[config.mk]
export PLATFORM = sky130hd
export DESIGN_NAME = crb_top
export DESIGN_NICKNAME = d
export VERILOG_FILES = /design/src/rtl/crb_match.v /design/src/rtl/crb_steer.v /design/src/rtl/crb_top.v
export VERILOG_INCLUDE_DIRS = /design/src /design/src/rtl
export SDC_FILE = /design/constraint.sdc
export NUM_CORES = 1
export LEC_CHECK = 0
export ABC_AREA = 1
export BUFFER_PORTS_ARGS = -buffer_cell sky130_fd_sc_hd__buf_2
export CORE_ASPECT_RATIO = 0.9
export CORE_MARGIN = 4
export CORE_UTILIZATION = 51
export DETAILED_ROUTE_END_ITERATION = 10
export GPL_TIMING_DRIVEN = 1
export PLACE_DENSITY = 0.77
export SLEW_MARGIN = 10
export SYNTH_ARGS = -nofsm -noshare
export SYNTH_HDL_FRONTEND = slang
export SYNTH_SLANG_ARGS = --single-unit
[constraint.sdc]
create_clock -name clk -period 5.25 [get_ports clk]
set_input_delay 0.525 -clock clk [delete_from_list [all_inputs] [get_ports clk]]
set_output_delay 0.525 -clock clk [all_outputs]
set_load 0.02 [all_outputs]
[src/rtl/crb_map.vh]
/*
 Register map, field positions and reset values of the CAN receive steering block.
 Assumes a 32-bit Avalon-MM slave with byte addressing; 16-bit registers in the low half.
*/
`ifndef CRB_MAP_VH
`define CRB_MAP_VH

`define CRB_ADDR_W          6
`define CRB_OFF_FIFO_CTRL   6'h00
`define CRB_OFF_PTR_4_7     6'h04
`define CRB_OFF_PTR_8_11    6'h08
`define CRB_OFF_MASK0_SID   6'h0C
`define CRB_OFF_MASK0_EID   6'h10
`define CRB_OFF_MASK1_SID   6'h14
`define CRB_OFF_MASK1_EID   6'h18
`define CRB_OFF_MASK2_SID   6'h1C
`define CRB_OFF_MASK2_EID   6'h20
`define CRB_OFF_STATUS      6'h24
`define CRB_OFF_STEER       6'h28

`define CRB_SIZE_LSB        13
`define CRB_SIZE_MSB        15
`define CRB_FSA_LSB         0
`define CRB_FSA_MSB         4
`define CRB_FCTRL_WMASK     16'hE01F
`define CRB_SID_WMASK       16'hFFEB
`define CRB_SIZE_RESERVED   3'h7
`define CRB_PTR_FIFO        4'hF

`define CRB_RST_FIFO_CTRL   16'h0000
`define CRB_RST_PTR         16'h0000
`define CRB_RST_MASK        16'h0000

`define CRB_RSP_LAT         1

`endif

[src/rtl/crb_match.v]
/*
 Masked identifier compare for one acceptance mask against one filter.
 Assumes identifier and filter fields are presented in the mask register layout.
*/
`timescale 1ns/1ps
`include "crb_map.vh"
module crb_match (
    input  wire [15:0] mask_sid,
    input  wire [15:0] mask_eid,
    input  wire [15:0] id_sid,
    input  wire [15:0] id_eid,
    input  wire [15:0] flt_sid,
    input  wire [15:0] flt_eid,
    output wire        hit
);
    wire [15:0] sid_diff;
    wire [15:0] eid_diff;
    // Only the identifier bits and the kind-select bit take part
    assign sid_diff = (id_sid ^ flt_sid) & mask_sid & `CRB_SID_WMASK;
    assign eid_diff = (id_eid ^ flt_eid) & mask_eid;
    assign hit = ~|sid_diff & ~|eid_diff;
endmodule

[src/rtl/crb_steer.v]
/*
 Maps one filter hit to a destination buffer from the pointer registers.
 Assumes filter index and pointers are stable in the cycle of the hit.
*/
`timescale 1ns/1ps
`include "crb_map.vh"
module crb_steer (
    input  wire [15:0] ptr_4_7,
    input  wire [15:0] ptr_8_11,
    input  wire [3:0]  filter_index,
    input  wire [4:0]  fifo_first_buffer,
    output reg         dest_valid,
    output reg         dest_is_fifo,
    output reg  [4:0]  dest_buffer
);
    reg [3:0] code;
    always @* begin
        code = 4'h0;
        dest_valid = 1'b1;
        case (filter_index)
            4'h4: code = ptr_4_7[3:0];
            4'h5: code = ptr_4_7[7:4];
            4'h6: code = ptr_4_7[11:8];
            4'h7: code = ptr_4_7[15:12];
            4'h8: code = ptr_8_11[3:0];
            4'h9: code = ptr_8_11[7:4];
            4'hA: code = ptr_8_11[11:8];
            4'hB: code = ptr_8_11[15:12];
            default: dest_valid = 1'b0;
        endcase
        dest_is_fifo = (code == `CRB_PTR_FIFO);
        // FIFO hits land at the FIFO start buffer
        dest_buffer = dest_is_fifo ? fifo_first_buffer : {1'b0, code};
    end
endmodule

[src/rtl/crb_top.v]
/*
 CAN receive steering configuration: FIFO control, filter pointers and masks.
 Assumes an Avalon-MM master that holds each request until waitrequest is low.
*/
`timescale 1ns/1ps
`include "crb_map.vh"
module crb_top (
    input  wire                   clk,
    input  wire                   rst,
    input  wire [`CRB_ADDR_W-1:0] avs_address,
    input  wire                   avs_read,
    input  wire                   avs_write,
    input  wire [31:0]            avs_writedata,
    input  wire [3:0]             avs_byteenable,
    output reg  [31:0]            avs_readdata,
    output wire                   avs_waitrequest,
    input  wire                   hit_valid,
    input  wire [3:0]             hit_filter,
    input  wire [1:0]             hit_mask_sel,
    input  wire [15:0]            id_sid,
    input  wire [15:0]            id_eid,
    input  wire [15:0]            flt_sid,
    input  wire [15:0]            flt_eid,
    output reg                    dest_valid,
    output reg                    dest_is_fifo,
    output reg  [4:0]             dest_buffer,
    output reg                    id_match,
    output reg  [5:0]             ram_buffer_total,
    output reg                    size_reserved
);
    reg  [15:0] fifo_control;
    reg  [15:0] ptr_4_7;
    reg  [15:0] ptr_8_11;
    reg  [15:0] mask_sid [0:2];
    reg  [15:0] mask_eid [0:2];
    reg         ack;
    reg  [4:0]  last_dest;
    reg         last_fifo;
    wire        req;
    wire [15:0] wmask;
    wire [2:0]  ram_buffer_count;
    wire [4:0]  fifo_first_buffer;
    wire        st_valid;
    wire        st_fifo;
    wire [4:0]  st_buf;
    wire [2:0]  m_hit;
    reg  [5:0]  next_total;
    reg         sel_hit;

    // Lane mask over the low half; upper lanes ignored
    assign wmask = {{8{avs_byteenable[1]}}, {8{avs_byteenable[0]}}};
    assign req = avs_read | avs_write;
    // One wait cycle, so read data come from a flop
    assign avs_waitrequest = req & ~ack;

    assign ram_buffer_count  = fifo_control[`CRB_SIZE_MSB:`CRB_SIZE_LSB];
    assign fifo_first_buffer = fifo_control[`CRB_FSA_MSB:`CRB_FSA_LSB];

    function [15:0] merge;
        input [15:0] old;
        input [15:0] data;
        input [15:0] lanes;
        input [15:0] keep;
        begin
            merge = ((old & ~lanes) | (data & lanes)) & keep;
        end
    endfunction

    function is_mask_sid;
        input [`CRB_ADDR_W-1:0] a;
        input integer           n;
        begin
            is_mask_sid = (a == (`CRB_OFF_MASK0_SID + {n[1:0], 3'b000}));
        end
    endfunction

    function is_mask_eid;
        input [`CRB_ADDR_W-1:0] a;
        input integer           n;
        begin
            is_mask_eid = (a == (`CRB_OFF_MASK0_EID + {n[1:0], 3'b000}));
        end
    endfunction

    always @(posedge clk or posedge rst) begin
        if (rst) begin
            ack <= 1'b0;
        end else begin
            ack <= req & ~ack;
        end
    end

    always @(posedge clk or posedge rst) begin
        if (rst) begin
            fifo_control <= `CRB_RST_FIFO_CTRL;
            ptr_4_7      <= `CRB_RST_PTR;
            ptr_8_11     <= `CRB_RST_PTR;
        end else if (avs_write & ack) begin
            // Commit only when the wait ends, as the master sees it
            case (avs_address)
                `CRB_OFF_FIFO_CTRL:
                    fifo_control <= merge(fifo_control, avs_writedata[15:0], wmask,
                                          `CRB_FCTRL_WMASK);
                `CRB_OFF_PTR_4_7:
                    ptr_4_7 <= merge(ptr_4_7, avs_writedata[15:0], wmask, 16'hFFFF);
                `CRB_OFF_PTR_8_11:
                    ptr_8_11 <= merge(ptr_8_11, avs_writedata[15:0], wmask, 16'hFFFF);
                default: begin
                end
            endcase
        end
    end

    genvar g;
    generate
        for (g = 0; g < 3; g = g + 1) begin : g_mask
            always @(posedge clk or posedge rst) begin
                if (rst) begin
                    mask_sid[g] <= `CRB_RST_MASK;
                    mask_eid[g] <= `CRB_RST_MASK;
                end else if (avs_write & ack) begin
                    if (is_mask_sid(avs_address, g))
                        mask_sid[g] <= merge(mask_sid[g], avs_writedata[15:0], wmask,
                                             `CRB_SID_WMASK);
                    if (is_mask_eid(avs_address, g))
                        mask_eid[g] <= merge(mask_eid[g], avs_writedata[15:0], wmask,
                                             16'hFFFF);
                end
            end
            crb_match u_match (
                .mask_sid (mask_sid[g]),
                .mask_eid (mask_eid[g]),
                .id_sid   (id_sid),
                .id_eid   (id_eid),
                .flt_sid  (flt_sid),
                .flt_eid  (flt_eid),
                .hit      (m_hit[g])
            );
        end
    endgenerate

    always @* begin
        case (ram_buffer_count)
            3'h0: next_total = 6'd4;
            3'h1: next_total = 6'd6;
            3'h2: next_total = 6'd8;
            3'h3: next_total = 6'd12;
            3'h4: next_total = 6'd16;
            3'h5: next_total = 6'd24;
            3'h6: next_total = 6'd32;
            // Reserved code: report no buffers rather than guess
            default: next_total = 6'd0;
        endcase
        case (hit_mask_sel)
            2'h0: sel_hit = m_hit[0];
            2'h1: sel_hit = m_hit[1];
            2'h2: sel_hit = m_hit[2];
            default: sel_hit = 1'b0;
        endcase
    end

    crb_steer u_steer (
        .ptr_4_7           (ptr_4_7),
        .ptr_8_11          (ptr_8_11),
        .filter_index      (hit_filter),
        .fifo_first_buffer (fifo_first_buffer),
        .dest_valid        (st_valid),
        .dest_is_fifo      (st_fifo),
        .dest_buffer       (st_buf)
    );

    always @(posedge clk or posedge rst) begin
        if (rst) begin
            dest_valid       <= 1'b0;
            dest_is_fifo     <= 1'b0;
            dest_buffer      <= 5'h00;
            id_match         <= 1'b0;
            ram_buffer_total <= 6'd0;
            size_reserved    <= 1'b0;
            last_dest        <= 5'h00;
            last_fifo        <= 1'b0;
        end else begin
            dest_valid       <= hit_valid & st_valid;
            dest_is_fifo     <= st_fifo;
            dest_buffer      <= st_buf;
            id_match         <= hit_valid & sel_hit;
            ram_buffer_total <= next_total;
            size_reserved    <= (ram_buffer_count == `CRB_SIZE_RESERVED);
            if (hit_valid & st_valid) begin
                last_dest <= st_buf;
                last_fifo <= st_fifo;
            end
        end
    end

    always @(posedge clk or posedge rst) begin
        if (rst) begin
            avs_readdata <= 32'h0000_0000;
        end else if (avs_read & ~ack) begin
            case (avs_address)
                `CRB_OFF_FIFO_CTRL: avs_readdata <= {16'h0000, fifo_control};
                `CRB_OFF_PTR_4_7:   avs_readdata <= {16'h0000, ptr_4_7};
                `CRB_OFF_PTR_8_11:  avs_readdata <= {16'h0000, ptr_8_11};
                `CRB_OFF_MASK0_SID: avs_readdata <= {16'h0000, mask_sid[0]};
                `CRB_OFF_MASK0_EID: avs_readdata <= {16'h0000, mask_eid[0]};
                `CRB_OFF_MASK1_SID: avs_readdata <= {16'h0000, mask_sid[1]};
                `CRB_OFF_MASK1_EID: avs_readdata <= {16'h0000, mask_eid[1]};
                `CRB_OFF_MASK2_SID: avs_readdata <= {16'h0000, mask_sid[2]};
                `CRB_OFF_MASK2_EID: avs_readdata <= {16'h0000, mask_eid[2]};
                `CRB_OFF_STATUS:
                    avs_readdata <= {25'h0000000, size_reserved, ram_buffer_total};
                `CRB_OFF_STEER:
                    avs_readdata <= {26'h0000000, last_fifo, last_dest};
                // Unmapped offsets read zero, writes dropped
                default: avs_readdata <= 32'h0000_0000;
            endcase
        end
    end
endmodule

==> metrics.md <==
| Metric | Value |
|---|---|
| Yosys cell types | `33` |
| Final Hold Viols | `0` |
| Pwr/cell area | `about 300 nW/µm²` |
| Static Leak | `around 5.3 nW` |
| Status | `complete, no violations` |
| Antenna violations before repair | `1` |
| DRC viols | `0` |
| Routed WL | `approximately 28 mm` |
| WL met3 | `between 3 and 4 mm` |
| Cell area after layout | `between 10000 and 15000 µm²` |
| Critical path startpoint category | `input pin` |
| Vias in the first global route | `approximately 8.0k` |
| Placed cell area | `9490 µm²` |
| VDD IR max | `0.000210 V` |
| Met2 WL post-DR | `approximately 12 mm` |
| GR Overflow Total | `0` |
| Antenna Nets Post-Route | `0` |
| Fin crit share | `0.473` |
| Clock Sinks | `between 150 and 200` |
| Wire per inst | `about 18 µm` |
| Avg Inst Size Synth | `7.35 µm²` |
| Cell Count, Final, Fillers Out | `roughly 1.5k` |
| R2R cell count | `5` |
| Die H | `133 µm` |
| Fin Setup TNS | `0 ns` |
| Slew headroom | `0.380` |
| Syn Std Cell Area | `approximately 9000 µm²` |
| DR vias | `between 8k and 9k` |
| Final Slew Violations | `0` |
| H-tree Lvls | `4` |
| Via density | `~5.6` |
| First-pass GRT wire length | `around 43 mm` |
| Resize count post-CTS | `0` |
| Max Freq | `about 400 MHz` |
| Placed Instances | `between 1.5k and 2k` |
| Slew @ Worst Pin | `a little over 0.9 ns` |
| Top layer in use | `met5` |
| Register area share after synthesis | `0.475` |
| GPL Wtd Cong | `~0.95` |
| Row count | `45` |
| Largest net degree at the start of global routing | `just under 70` |
| Drt first-iter violations | `~1.0k` |
| Crit path max fanout | `16` |
| Area grow syn2layout | `14.7%` |
| Starting Density | `0.521` |
| Ys Warns | `0` |
| Die ar. | `19400 µm²` |
| Setup bufs post-CTS | `0` |
| Ports | `roughly 170` |
| Fillers | `~1.5k` |
| Root Driver | `clkbuf_16` |
| Met1 wire length | `~12 mm` |
| Port Buf Inserts | `roughly 130` |
| Final Core Density | `0.597` |
| Synth Instances | `1197` |
| Worst Hold Class | `input pin to async pin` |
| CTS tree | `built` |
| Die W | `~150 µm` |
| WP data arrival | `~2.8 ns` |
| Crit. End Element | `register` |
| GR Util All Layers | `0.286` |
| RSZ-0062 raised after global routing | `no` |
| N_diodes | `0` |
| Max Cap Violations | `0` |
| WP data required | `roughly 5.6 ns` |
| Critical path class | `input pin to register` |
| Hold_ws | `0.173 ns` |
| Clock transition at path regs | `approximately 0.06 ns` |
| Final setup vio count | `0` |
| Max Root-Sink Buffers | `2` |
| Fin crit period | `between 2 and 2.5 ns` |
| Nets | `~1.4k` |
| Dpl hpwl | `between 20 and 25 mm` |
| DRT Pass-1 Iters | `6` |
| Clock latency on the worst-skew pair | `roughly 0.43 ns` |
| Clock Skews | `0.0124 ns` |
| CTS Hold Buffers Added | `0` |
| Core ar. | `around 17000 µm²` |
| Layout cells sized above 1 | `0.147` |
| Number of buffers created by CTS | `17` |
| Synth Register Bits | `approximately 170` |
layer usage:
metal  vias up  global-route usage
met1      3916               0.401
met4         2               0.110
met5         -                   0
met3        66              0.0921
li1       4109                   -
met2       514               0.416
critical path, stage by stage:
cell and delay [ns]:
buf_2 0.11, nor2_2 0.24, nand2_1 0.17, nor2_2 0.72, nand3_1 0.71, o21ai_1 0.33
cells in the final DEF (no fill, tap or decap), drive strengths merged:
cell type and n:
nor2 77, and3 1, a22o 1, a32oi 2, a21boi 4, or2 16, a22oi 8, nor3 1
o2111ai 1, o21ai 148, dfrtp 167, a211oi 3, conb 17, inv 97, buf 130, nand4 12
nand3 163, nand2 422, o21a 1, clkinvlp 1, nand3b 1, o211ai 1, clkbuf 23, clkinv 5
a21oi 19, bufinv 3
Yosys cell counts:
library cell  instances  area share
nand2_1             421        0.18
dfrtp_1             167        0.48
nand3_1             161       0.092
o21ai_1             142       0.081
inv_1                81       0.035
nor2_1               65       0.028
a21oi_1              18       0.010
buf_4                17       0.015
clkbuf_1             16      0.0068
inv_2                16      0.0068
buf_2                15      0.0085
or2_1                13      0.0092
nand4_1              12      0.0085
a22oi_1               8      0.0068
nor2_2                7      0.0050
o21ai_0               6      0.0034
nor2_4                5      0.0064
a21boi_1              4      0.0034
a211oi_1              3      0.0026
buf_6                 3      0.0038
or2_2                 3      0.0021
a32oi_1               2      0.0020
nand3_2               2      0.0023
a21oi_2               1      0.0010
a22o_1                1      0.0010
and3_1                1     0.00071
conb_1                1     0.00043
nand2_2               1     0.00071
nand3b_1              1     0.00085
nor3_1                1     0.00057
o2111ai_1             1      0.0010
o211ai_1              1     0.00085
o21a_1                1     0.00085
power by group:
group	switching (mW)	internal, mW	total, mW
combinational	0.216	0.0967	0.313
clock	0.507	0.782	1.29
sequential	0.0490	1.34	1.39
layout make-up:
type	instances	area [µm²]	share of cell area
flip-flops and latches	167	4180	0.414
multi-input cells	898	4020	0.398
repair buffers	130	663	0.0657
clock buffers	23	478	0.0474
inverters	97	369	0.0366
well taps	211	264	0.0262
clock inverters	9	123	0.0121
worst paths after layout:
| path | startpoint | end | slack, ns |
|---|---|---|---|
| min reg2reg | register | ram_buffer_total[5] | 0.46 |
| max | avs_address[1] | register | 2.77 |
| min in group clk | avs_write | ack | 0.37 |
| max in group asynchronous | rst | avs_readdata[0] | 3.92 |
| max reg2reg | ack | register | 3.42 |
| min | rst | async pin | 0.17 |
kinds of logic after synthesis:
logic type | share of synthesized area
buf+inv | 0.0751
simple gates | 0.335
flops | 0.475
other cells | 0.000426
compound gates | 0.114
through the flow:
step	power [mW]	worst slack, ns
final	2.99	2.77
after global routing	3.10	2.65
after CTS	2.99	2.85
after detailed placement	1.72	2.44
after global placement	1.71	2.44
after floorplan	1.60	0.207
No activity file was read; power rests on OpenSTA's default activity.
